<file path="config.mk">
export PLATFORM = sky130hd
export DESIGN_NAME = audio_clock_distribution
export DESIGN_NICKNAME = d
export VERILOG_FILES = /design/src/logic/clock_dist_pkg.sv /design/src/logic/clock_mux_if.sv /design/src/logic/clock_divider.sv /design/src/logic/clock_switch.sv /design/src/logic/audio_clock_distribution.sv
export SDC_FILE = /design/constraint.sdc
export NUM_CORES = 1
export LEC_CHECK = 0
export BUFFER_PORTS_ARGS = -buffer_cell sky130_fd_sc_hd__buf_4
export CORE_ASPECT_RATIO = 0.5
export CORE_UTILIZATION = 58
export CTS_BUF_LIST = sky130_fd_sc_hd__clkbuf_16
export DETAILED_ROUTE_END_ITERATION = 16
export GPL_TIMING_DRIVEN = 0
export HOLD_SLACK_MARGIN = 0.12
export PLACE_DENSITY_LB_ADDON = 0.2
export SLEW_MARGIN = 20
export SYNTH_ARGS = -nofsm -noshare
export SYNTH_HDL_FRONTEND = slang
export SYNTH_SLANG_ARGS = --single-unit
</file>
<file path="constraint.sdc">
create_clock -name clk -period 6.8 [get_ports clk]
set_input_delay 0.34 -clock clk [delete_from_list [all_inputs] [get_ports clk]]
set_output_delay 0.34 -clock clk [all_outputs]
set_load 0.01 [all_outputs]
</file>
<file path="src/logic/clock_dist_pkg.sv">
// constants, field layout, reset values and decode functions of the audio clock distribution
// assumes a 25 MHz system clock and word-indexed registers behind an AHB-Lite slave
package clock_dist_pkg;
	localparam logic [7:0] IDX_DIV_CTRL = 8'h07;
	localparam logic [7:0] IDX_SRC_CTRL = 8'h08;
	localparam logic [7:0] IDX_TX_CTRL = 8'h15;
	localparam logic [7:0] IDX_AIF_CTRL = 8'h1c;
	localparam logic [7:0] IDX_RATIO = 8'h20;
	localparam logic [7:0] IDX_STATUS = 8'h21;
	localparam int POS_POST_DIV = 0;
	localparam int POS_FRAC_EN = 2;
	localparam int POS_HALVER = 3;
	localparam int POS_PIN_DIV = 4;
	localparam int POS_PIN_SRC = 3;
	localparam int POS_PIN_EN = 4;
	localparam int POS_MAIN_SRC = 7;
	localparam int POS_TX_SRC = 6;
	localparam int POS_MASTER = 6;
	localparam int POS_RATIO_INT = 22;
	localparam int POS_STAT_POST = 4;
	localparam logic [1:0] RST_POST_DIV = 2'h2;
	localparam logic RST_FRAC_EN = 1'b1;
	localparam logic RST_HALVER = 1'b0;
	localparam logic [1:0] RST_PIN_DIV = 2'h1;
	localparam logic RST_PIN_SRC = 1'b1;
	localparam logic RST_PIN_EN = 1'b1;
	localparam logic RST_MAIN_SRC = 1'b0;
	localparam logic RST_TX_SRC = 1'b1;
	localparam logic RST_MASTER = 1'b0;
	localparam logic [3:0] RST_RATIO_INT = 4'h7;
	localparam logic [21:0] RST_RATIO_FRAC = 22'h36fd21;
	localparam longint CLK_HZ = 25000000;
	localparam longint TOL_PCT = 1;
	localparam longint RATE_192K = 192000;
	localparam longint RATE_176K = 176400;
	localparam longint RATE_96K = 96000;
	localparam longint RATE_88K = 88200;
	localparam longint RATE_48K = 48000;
	localparam longint RATE_44K = 44100;
	localparam longint RATE_32K = 32000;
	localparam logic [10:0] M1_MIN = 11'(CLK_HZ * 100 / (RATE_192K * (100 + TOL_PCT)));
	localparam logic [10:0] M1_MAX = 11'(CLK_HZ * 100 / (RATE_176K * (100 - TOL_PCT)));
	localparam logic [10:0] M2_MIN = 11'(CLK_HZ * 100 / (RATE_96K * (100 + TOL_PCT)));
	localparam logic [10:0] M2_MAX = 11'(CLK_HZ * 100 / (RATE_88K * (100 - TOL_PCT)));
	localparam logic [10:0] M3_MIN = 11'(CLK_HZ * 100 / (RATE_48K * (100 + TOL_PCT)));
	localparam logic [10:0] M3_MAX = 11'(CLK_HZ * 100 / (RATE_44K * (100 - TOL_PCT)));
	localparam logic [10:0] M4_MIN = 11'(CLK_HZ * 100 / (RATE_32K * (100 + TOL_PCT)));
	localparam logic [10:0] M4_MAX = 11'(CLK_HZ * 100 / (RATE_32K * (100 - TOL_PCT)));

	typedef enum logic [4:0] {
		RX_NONE = 5'h01,
		RX_MODE1 = 5'h02,
		RX_MODE2 = 5'h04,
		RX_MODE3 = 5'h08,
		RX_MODE4 = 5'h10
	} rx_mode_t;

	function automatic logic [5:0] postBase(input logic [1:0] sel);
		case (sel)
			2'h0: return 6'h02;
			2'h1: return 6'h04;
			2'h2: return 6'h08;
			default: return 6'h0c;
		endcase
	endfunction

	// pin divider: base scaled by 2^sel / 2, never below 2
	function automatic logic [5:0] divA(input logic [1:0] pd, input logic [1:0] sel);
		logic [7:0] r;
		r = ({2'h0, postBase(pd)} << sel) >> 1;
		return (r < 8'h02) ? 6'h02 : r[5:0];
	endfunction

	function automatic logic [5:0] divB(input logic [1:0] pd, input logic halver);
		return halver ? (postBase(pd) << 1) : postBase(pd);
	endfunction

	function automatic logic [1:0] autoPostDiv(input rx_mode_t m);
		case (m)
			RX_MODE1: return 2'h0;
			RX_MODE2: return 2'h1;
			RX_MODE3: return 2'h2;
			default: return 2'h3;
		endcase
	endfunction

	function automatic rx_mode_t classify(input logic [10:0] p);
		if (p >= M1_MIN && p <= M1_MAX) return RX_MODE1;
		if (p >= M2_MIN && p <= M2_MAX) return RX_MODE2;
		if (p >= M3_MIN && p <= M3_MAX) return RX_MODE3;
		if (p >= M4_MIN && p <= M4_MAX) return RX_MODE4;
		return RX_NONE;
	endfunction
endpackage

</file>
<file path="src/logic/clock_mux_if.sv">
// two clock sources, a select, and the switched result
// assumes every signal lives in the system clock domain
`timescale 1ns/10ps
interface clock_mux_if;
	logic srcA;
	logic srcB;
	logic sel;
	logic cur;
	logic out;
	modport sw (input srcA, input srcB, input sel, output cur, output out);
	modport user (output srcA, output srcB, output sel, input cur, input out);
endinterface

</file>
<file path="src/logic/clock_divider.sv">
// even-ratio divider of the f2 tick stream into a clock level
// assumes tick is a one-cycle pulse per rising f2 edge on clk
`timescale 1ns/10ps
module clock_divider #(
	parameter int W = 6
) (
	input wire logic clk,
	input wire logic rstn,
	input wire logic tick,
	input wire logic [W-1:0] ratio,
	output logic high_drive_clock_pin
);
	logic [W-1:0] cnt_reg;
	logic [W-1:0] half_reg;
	logic [W-1:0] seen_reg;
	logic wrap;

	assign wrap = tick && (cnt_reg >= half_reg - 1'b1);

	// new ratio taken only at the end of a full period
	always_ff @(posedge clk) begin
		if (!rstn) begin
			cnt_reg <= '0;
			high_drive_clock_pin <= 1'b0;
			half_reg <= W'(1);
		end else if (tick) begin
			cnt_reg <= wrap ? '0 : cnt_reg + 1'b1;
			if (wrap) begin
				high_drive_clock_pin <= !high_drive_clock_pin;
				if (high_drive_clock_pin)
					half_reg <= ratio >> 1;
			end
		end
	end

	always_ff @(posedge clk) begin
		if (!rstn || (tick && wrap))
			seen_reg <= '0;
		else if (tick)
			seen_reg <= seen_reg + 1'b1;
	end
endmodule

</file>
<file path="src/logic/clock_switch.sv">
// clock selector that changes source only while both old and new source are low
// assumes both sources are levels sampled on clk
`timescale 1ns/10ps
module clock_switch (
	input wire logic clk,
	input wire logic rstn,
	clock_mux_if.sw m
);
	logic cur_reg;
	logic out_reg;
	logic curNext;

	// no shortened pulse: hand over only when both clocks sit low
	always_comb begin
		curNext = cur_reg;
		if (m.sel != cur_reg && !out_reg && !(m.sel ? m.srcB : m.srcA))
			curNext = m.sel;
	end

	always_ff @(posedge clk) begin
		if (!rstn) begin
			cur_reg <= 1'b0;
			out_reg <= 1'b0;
		end else begin
			cur_reg <= curNext;
			out_reg <= curNext ? m.srcB : m.srcA;
		end
	end

	assign m.cur = cur_reg;
	assign m.out = out_reg;
endmodule

</file>
<file path="src/logic/audio_clock_distribution.sv">
// audio clock distribution: main clock pin, high-drive clock pin, transmitter reference, receive rate modes
// assumes AHB-Lite single word transfers, f2 as a tick pulse, oscillator and main clock pin as async levels
//
// The AHB-Lite register port was decided locally.
`timescale 1ns/10ps
module audio_clock_distribution (
	input wire logic clk,
	input wire logic rstn,
	input wire logic hsel,
	input wire logic [7:0] haddr,
	input wire logic [1:0] htrans,
	input wire logic hwrite,
	input wire logic [2:0] hsize,
	input wire logic [31:0] hwdata,
	input wire logic hready,
	output logic hreadyout,
	output logic [31:0] hrdata,
	output logic hresp,
	input wire logic oscClkIn,
	input wire logic f2Tick,
	input wire logic mainClkIn,
	output logic mainClkOut,
	output logic mainClkOe,
	output logic clkPinOut,
	output logic clkPinOe,
	output logic txRefClk,
	input wire logic rxEnable,
	input wire logic rxFrameTick,
	output logic [3:0] pllIntegerRatio,
	output logic [21:0] pllFractionRatio,
	output logic [1:0] postDividerSel
);
	logic [1:0] postDiv_reg;
	logic fracEn_reg;
	logic halver_reg;
	logic [1:0] pinDiv_reg;
	logic pinSrc_reg;
	logic pinEn_reg;
	logic mainSrc_reg;
	logic transmit_source_sel_reg;
	logic master_reg;
	logic [3:0] ratioInt_reg;
	logic [21:0] ratioFrac_reg;
	logic wrPend_reg;
	logic [5:0] wrIdx_reg;
	logic oscSync1_reg;
	logic oscSync2_reg;
	logic mainSync1_reg;
	logic mainSync2_reg;
	logic [10:0] periodCnt_reg;
	logic [10:0] lastPeriod_reg;
	logic [21:0] trackFrac_reg;
	clock_dist_pkg::rx_mode_t rxMode_reg;
	logic addrAccept;
	logic ratioWrite;
	logic [10:0] period;
	logic rxValid;
	logic divAClk;
	logic divBClk;
	logic pinLevel;

	clock_mux_if mMain();
	clock_mux_if mPin();
	clock_mux_if mTx();
	clock_mux_if mLvl();

	// bus slave: zero wait states, always OKAY
	assign hreadyout = 1'b1;
	assign hresp = 1'b0;
	assign addrAccept = hsel && hready && htrans[1];

	function automatic logic [31:0] readReg(input logic [5:0] idx);
		logic [31:0] r;
		r = '0;
		case ({2'h0, idx})
			clock_dist_pkg::IDX_DIV_CTRL: begin
				r[clock_dist_pkg::POS_PIN_DIV +: 2] = pinDiv_reg;
				r[clock_dist_pkg::POS_HALVER] = halver_reg;
				r[clock_dist_pkg::POS_FRAC_EN] = fracEn_reg;
				r[clock_dist_pkg::POS_POST_DIV +: 2] = postDividerSel;
			end
			clock_dist_pkg::IDX_SRC_CTRL: begin
				r[clock_dist_pkg::POS_MAIN_SRC] = mainSrc_reg;
				r[clock_dist_pkg::POS_PIN_EN] = pinEn_reg;
				r[clock_dist_pkg::POS_PIN_SRC] = pinSrc_reg;
			end
			clock_dist_pkg::IDX_TX_CTRL: r[clock_dist_pkg::POS_TX_SRC] = transmit_source_sel_reg;
			clock_dist_pkg::IDX_AIF_CTRL: r[clock_dist_pkg::POS_MASTER] = master_reg;
			clock_dist_pkg::IDX_RATIO: r = {6'h00, pllIntegerRatio, pllFractionRatio};
			clock_dist_pkg::IDX_STATUS: begin
				r[4:0] = rxMode_reg;
				r[clock_dist_pkg::POS_STAT_POST + 4 +: 2] = postDividerSel;
			end
			default: r = '0;
		endcase
		return r;
	endfunction

	always_ff @(posedge clk) begin
		if (!rstn) begin
			wrPend_reg <= 1'b0;
			wrIdx_reg <= '0;
			hrdata <= '0;
		end else begin
			wrPend_reg <= addrAccept && hwrite;
			if (addrAccept)
				wrIdx_reg <= haddr[7:2];
			if (addrAccept && !hwrite)
				hrdata <= readReg(haddr[7:2]);
		end
	end

	assign ratioWrite = wrPend_reg && ({2'h0, wrIdx_reg} == clock_dist_pkg::IDX_RATIO);

	// control registers, written in the data phase
	always_ff @(posedge clk) begin
		if (!rstn) begin
			postDiv_reg <= clock_dist_pkg::RST_POST_DIV;
			fracEn_reg <= clock_dist_pkg::RST_FRAC_EN;
			halver_reg <= clock_dist_pkg::RST_HALVER;
			pinDiv_reg <= clock_dist_pkg::RST_PIN_DIV;
			pinSrc_reg <= clock_dist_pkg::RST_PIN_SRC;
			pinEn_reg <= clock_dist_pkg::RST_PIN_EN;
			mainSrc_reg <= clock_dist_pkg::RST_MAIN_SRC;
			transmit_source_sel_reg <= clock_dist_pkg::RST_TX_SRC;
			master_reg <= clock_dist_pkg::RST_MASTER;
			ratioInt_reg <= clock_dist_pkg::RST_RATIO_INT;
			ratioFrac_reg <= clock_dist_pkg::RST_RATIO_FRAC;
		end else if (wrPend_reg) begin
			case ({2'h0, wrIdx_reg})
				clock_dist_pkg::IDX_DIV_CTRL: begin
					pinDiv_reg <= hwdata[clock_dist_pkg::POS_PIN_DIV +: 2];
					halver_reg <= hwdata[clock_dist_pkg::POS_HALVER];
					fracEn_reg <= hwdata[clock_dist_pkg::POS_FRAC_EN];
					postDiv_reg <= hwdata[clock_dist_pkg::POS_POST_DIV +: 2];
				end
				clock_dist_pkg::IDX_SRC_CTRL: begin
					mainSrc_reg <= hwdata[clock_dist_pkg::POS_MAIN_SRC];
					pinEn_reg <= hwdata[clock_dist_pkg::POS_PIN_EN];
					pinSrc_reg <= hwdata[clock_dist_pkg::POS_PIN_SRC];
				end
				clock_dist_pkg::IDX_TX_CTRL: transmit_source_sel_reg <= hwdata[clock_dist_pkg::POS_TX_SRC];
				clock_dist_pkg::IDX_AIF_CTRL: master_reg <= hwdata[clock_dist_pkg::POS_MASTER];
				clock_dist_pkg::IDX_RATIO: begin
					ratioInt_reg <= hwdata[clock_dist_pkg::POS_RATIO_INT +: 4];
					ratioFrac_reg <= hwdata[21:0];
				end
				default: ;
			endcase
		end
	end

	// pin-level clocks enter through two flops
	always_ff @(posedge clk) begin
		if (!rstn) begin
			oscSync1_reg <= 1'b0;
			oscSync2_reg <= 1'b0;
			mainSync1_reg <= 1'b0;
			mainSync2_reg <= 1'b0;
		end else begin
			oscSync1_reg <= oscClkIn;
			oscSync2_reg <= oscSync1_reg;
			mainSync1_reg <= mainClkIn;
			mainSync2_reg <= mainSync1_reg;
		end
	end

	// frame period measurement and rate mode
	assign period = periodCnt_reg + 1'b1;
	assign rxValid = rxEnable && (rxMode_reg != clock_dist_pkg::RX_NONE);

	always_ff @(posedge clk) begin
		if (!rstn || !rxEnable) begin
			periodCnt_reg <= '0;
			lastPeriod_reg <= '0;
			rxMode_reg <= clock_dist_pkg::RX_NONE;
		end else if (rxFrameTick) begin
			periodCnt_reg <= '0;
			lastPeriod_reg <= period;
			rxMode_reg <= clock_dist_pkg::classify(period);
		end else if (periodCnt_reg != 11'h7ff) begin
			periodCnt_reg <= periodCnt_reg + 1'b1;
		end
	end

	// fraction tracking: longer frames pull f2 down, shorter push it up
	always_ff @(posedge clk) begin
		if (!rstn || !rxEnable || ratioWrite)
			trackFrac_reg <= ratioWrite ? hwdata[21:0] : ratioFrac_reg;
		else if (rxFrameTick && rxValid && fracEn_reg) begin
			if (period > lastPeriod_reg)
				trackFrac_reg <= trackFrac_reg - 1'b1;
			else if (period < lastPeriod_reg)
				trackFrac_reg <= trackFrac_reg + 1'b1;
		end
	end

	assign pllIntegerRatio = ratioInt_reg;
	assign pllFractionRatio = rxEnable ? trackFrac_reg : ratioFrac_reg;
	assign postDividerSel = rxValid ? clock_dist_pkg::autoPostDiv(rxMode_reg) : postDiv_reg;

	// receive mode post divider makes a = 512..64 fs (256..64 fs in mode 1, where divA is clamped to at least 2), b = 256/128 fs
	clock_divider #(.W(6)) divA (
		.clk(clk),
		.rstn(rstn),
		.tick(f2Tick),
		.ratio(clock_dist_pkg::divA(postDividerSel, pinDiv_reg)),
		.high_drive_clock_pin(divAClk)
	);

	clock_divider #(.W(6)) divB (
		.clk(clk),
		.rstn(rstn),
		.tick(f2Tick),
		.ratio(clock_dist_pkg::divB(postDividerSel, halver_reg)),
		.high_drive_clock_pin(divBClk)
	);

	assign mMain.srcA = divBClk;
	assign mMain.srcB = oscSync2_reg;
	assign mMain.sel = mainSrc_reg;
	clock_switch swMain (.clk(clk), .rstn(rstn), .m(mMain.sw));

	assign mPin.srcA = divAClk;
	assign mPin.srcB = oscSync2_reg;
	assign mPin.sel = pinSrc_reg;
	clock_switch swPin (.clk(clk), .rstn(rstn), .m(mPin.sw));

	assign mainClkOut = mMain.out;
	assign mainClkOe = master_reg;
	assign clkPinOut = mPin.out;
	assign clkPinOe = pinEn_reg;

	// level seen at the main clock pin, whichever way it is driven
	// a direction flip hands over like a source change, so no short pulse reaches the transmitter
	assign mLvl.srcA = mainSync2_reg;
	assign mLvl.srcB = mMain.out;
	assign mLvl.sel = master_reg;
	clock_switch swLvl (.clk(clk), .rstn(rstn), .m(mLvl.sw));
	assign pinLevel = mLvl.out;
	assign mTx.srcA = divBClk;
	assign mTx.srcB = pinLevel;
	assign mTx.sel = transmit_source_sel_reg;
	clock_switch swTx (.clk(clk), .rstn(rstn), .m(mTx.sw));
	assign txRefClk = mTx.out;
endmodule

</file>
==> flow_summary.json <==
{
  "area_growth_pct": 18.35,
  "syn-instance-count": 1015,
  "rows": 31,
  "synth_top_family_by_area": "simple AND/OR/NAND/NOR gates",
  "initial_core_util": 0.6022,
  "p_sw_frac": 0.3067,
  "nFillCells": 1150,
  "layout_setup_ws_ns": 1.145,
  "ir_drop_mv": 0.1884,
  "track_usage": 0.3068,
  "globalplace.congestion": 0.9376,
  "clockBufferDepth": 2,
  "dpl_worst_slack_ns": 1.307,
  "multi_input_area_um2": 5106,
  "synth_seq_cells": 154,
  "ant_nets": 0,
  "status": "complete, no violations",
  "synthMuxAreaShare": 0.06122,
  "drt_iter0_markers": 581,
  "cpMostUsedCell": "ha_1",
  "synth_async_sr_flop_share": 0,
  "synth_cell_type_count": 81,
  "cts_num_sinks": 154,
  "htree_num_levels": 4,
  "worst_setup_path_start_kind": "flop",
  "crit_slowest_cell": "o41ai_1",
  "rsz0062_at_grt": "false",
  "max_freq_ghz": 0.1768,
  "drv_slew": 0,
  "crit_chain": "ha_1 > buf_2 > and4_1 > nand2_1 > xor2_1 > inv_1 > ha_1 > a22o_1 > o41ai_1 > a221oi_4 > buf_6 > ha_1 > a211oi_1 > o211ai_1 > a31oi_1 > o221ai_1 > o22ai_1 > xor2_1 > o211ai_1",
  "dr.pass1.iters": 5,
  "vias": 8072,
  "worstSkewPairLatency_ns": 0.43,
  "p_seq_frac": 0.384,
  "drc": 0,
  "grt_max_degree": 23,
  "critical_path_class": "flop to flop",
  "min_path_type": "input port to flop",
  "place_inst": 1318,
  "seqCellArea_um2": 3303,
  "post-route-min-period_ns": 5.655,
  "core_um2": 14660,
  "power-per-cell-area_nw_per_um2": 254.1,
  "drive_gt1_frac": 0.1780,
  "grt_overflow": 0,
  "synthSimpleGateAreaFrac": 0.1956,
  "cts_resized": 0,
  "routedWlPerCell_um": 17.95,
  "cts_root_buf": "clkbuf_16",
  "crit_fanout": 16,
  "grt_pass1_vias": 7346,
  "synth_flop_cell": "dfxtp_1",
  "antenna_found_initial": 0,
  "synth-compound-area-share": 0.1897,
  "worst_slew_margin_rel": 0.4377,
  "synth.avg_cell_area_um2": 8.699,
  "p_leak_uw": 0.004316,
  "cts_hold_buf": 0,
  "post-route-period-util": 0.8316,
  "die_h_um": 89.25,
  "yosysSeqAreaShare": 0.3741,
  "viasPerCell": 5.979,
  "design.die.area_um2": 15750,
  "fin_cells": 1350,
  "largest_reg_flops": 26,
  "skew_ns": 0.01102,
  "nNetsFinal": 1245,
  "num_io_pins": 122,
  "cp_num_buf_inv": 3,
  "synth-edff-count": 22,
  "worstPathRequired_ns": 6.95,
  "power_frac_comb": 0.253,
  "numCtsBuffers": 17,
  "hpwlAfterDp_um": 17820,
  "path_clk_slew_ns": 0.06,
  "die_w_um": 176.5,
  "net-switching-power_uw": 814.5,
  "synth_xor_area_frac": 0.05328,
  "fin_tns_setup_ns": 0,
  "cts_tree": "done",
  "routed_wl_um": 24230,
  "ys_warn_count": 0,
  "cts_setup_buffers": 0,
  "drv_cap": 0,
  "power_frac_clock": 0.363,
  "final_common_cell": "dfxtp_1",
  "syn_area_um2": 8830,
  "setup_viol": 0,
  "cpLargestDelayFamily": "compound AO/OA/AOI/OAI gates",
  "num_antenna_cells": 0,
  "layout_common_cells": "dfxtp_1, buf_4, nand2_1, nor2_1, a21oi_1",
  "synth_fa_ha_area_frac": 0.07312,
  "finalHoldViolCount": 0,
  "arrival_ns": 5.80,
  "io_buffers": 98,
  "crit_path_end_kind": "flop",
  "internal_power_uw": 1841,
  "grt_pass1_wl_um": 37100,
  "worst_pin_slew_ns": 0.8325,
  "max_stage_delay_ns": 0.68
}
-- through the flow --
step | hold slack (ns) | util | power [uW] | cell area (um^2)
floorplan | 0.4119 | - | 1516 | 8852
global placement | 0.4237 | 0.6708 | 1662 | 9836
detailed placement | 0.4266 | 0.6728 | 1686 | 9864
global route | 0.1245 | 0.7128 | 2774 | 10450
finish | 0.1326 | 0.7128 | 2655 | 10450
CTS | 0.1292 | 0.7128 | 2645 | 10450
-- synth_stat cells, types with 6 or more instances --
cell type	instances	area, um^2
nor3_1	9	45.04
a21boi_0	17	127.6
nand4_1	13	81.33
o21ai_1	6	30.03
o21ai_0	42	210.2
a31oi_1	6	37.54
and2_1	9	56.30
nor2b_1	41	256.5
edfxtp_1	22	660.6
dfxtp_1	132	2643
clkbuf_1	33	123.9
nand2b_1	10	62.56
nand2_1	108	405.4
mux2_2	22	247.7
buf_4	11	82.58
xor2_1	22	192.7
inv_1	40	150.1
a21oi_1	64	320.3
a21o_1	8	60.06
o211ai_1	18	135.1
mux2i_1	27	270.3
nand3_1	41	205.2
a22oi_1	23	172.7
ha_1	50	625.6
a211oi_1	13	97.59
xnor2_1	28	245.2
nor2_1	91	341.6
buf_2	11	55.05
o21a_1	6	45.04
-- worst register-to-register path: stages, from the launching register on --
cell and delay [ns]:
dfxtp_1 0.48, ha_1 0.20, buf_2 0.23, and4_1 0.33, nand2_1 0.11, xor2_1 0.27, inv_1 0.09, ha_1 0.31
a22o_1 0.19, o41ai_1 0.68, a221oi_4 0.24, buf_6 0.23, ha_1 0.31, a211oi_1 0.34, o211ai_1 0.23, a31oi_1 0.33
o221ai_1 0.25, o22ai_1 0.25, xor2_1 0.21, o211ai_1 0.10
-- power groups by stage --
stage	clock (uW)	combinational, uW	sequential [uW]
5_1_grt	1010	742	1020
6_report	965	671	1020
4_1_cts	965	661	1020
2_1_floorplan	0	491	1030
3_3_place_gp	0	627	1030
3_5_place_dp	0	650	1040
-- layer usage --
layer	GRT usage	wire length [um]
met1	0.3938	10490
met2	0.5276	11560
met3	0.05230	1597
met4	0.1136	586
met5	0	0
-- path summary, 6_finish.rpt --
check | endpoint | from | slack (ns) | depth (start not counted)
worst max register to register | trackFrac_reg[19]$_DFFE_PP_ | periodCnt_reg[1]$_SDFFE_PP0P_ | 1.14 | 19
worst min-delay path | pllIntegerRatio[0]$_SDFFE_PN1P_ | hwdata[22] | 0.13 | 3
worst max-delay path | trackFrac_reg[19]$_DFFE_PP_ | periodCnt_reg[1]$_SDFFE_PP0P_ | 1.14 | 19
worst min register to register | mLvl.srcA$_SDFF_PN0_ | mainSync1_reg$_SDFF_PN0_ | 0.43 | 1
-- cell type report --
cell class | instances | share of cell area
Tap cell | 198 | 0.02371
Clock inverter | 15 | 0.01533
Multi-Input combinational cell | 765 | 0.4886
Buffer | 59 | 0.02862
Timing Repair Buffer | 99 | 0.07148
Sequential cell | 154 | 0.3161
Clock buffer | 17 | 0.04071
Inverter | 43 | 0.01545
-- cell families after synthesis --
| logic type | after synthesis |
|---|---|
| flip-flops | 154 |
| XOR/XNOR | 52 |
| other | 2 |
| buffers and inverters | 102 |
| multiplexers | 50 |
| adder cells (fa/ha/maj) | 51 |
| AO/OA/AOI/OAI | 247 |
| AND/OR/NAND/NOR | 357 |
Note: power is estimated with default switching activity, not from simulation.
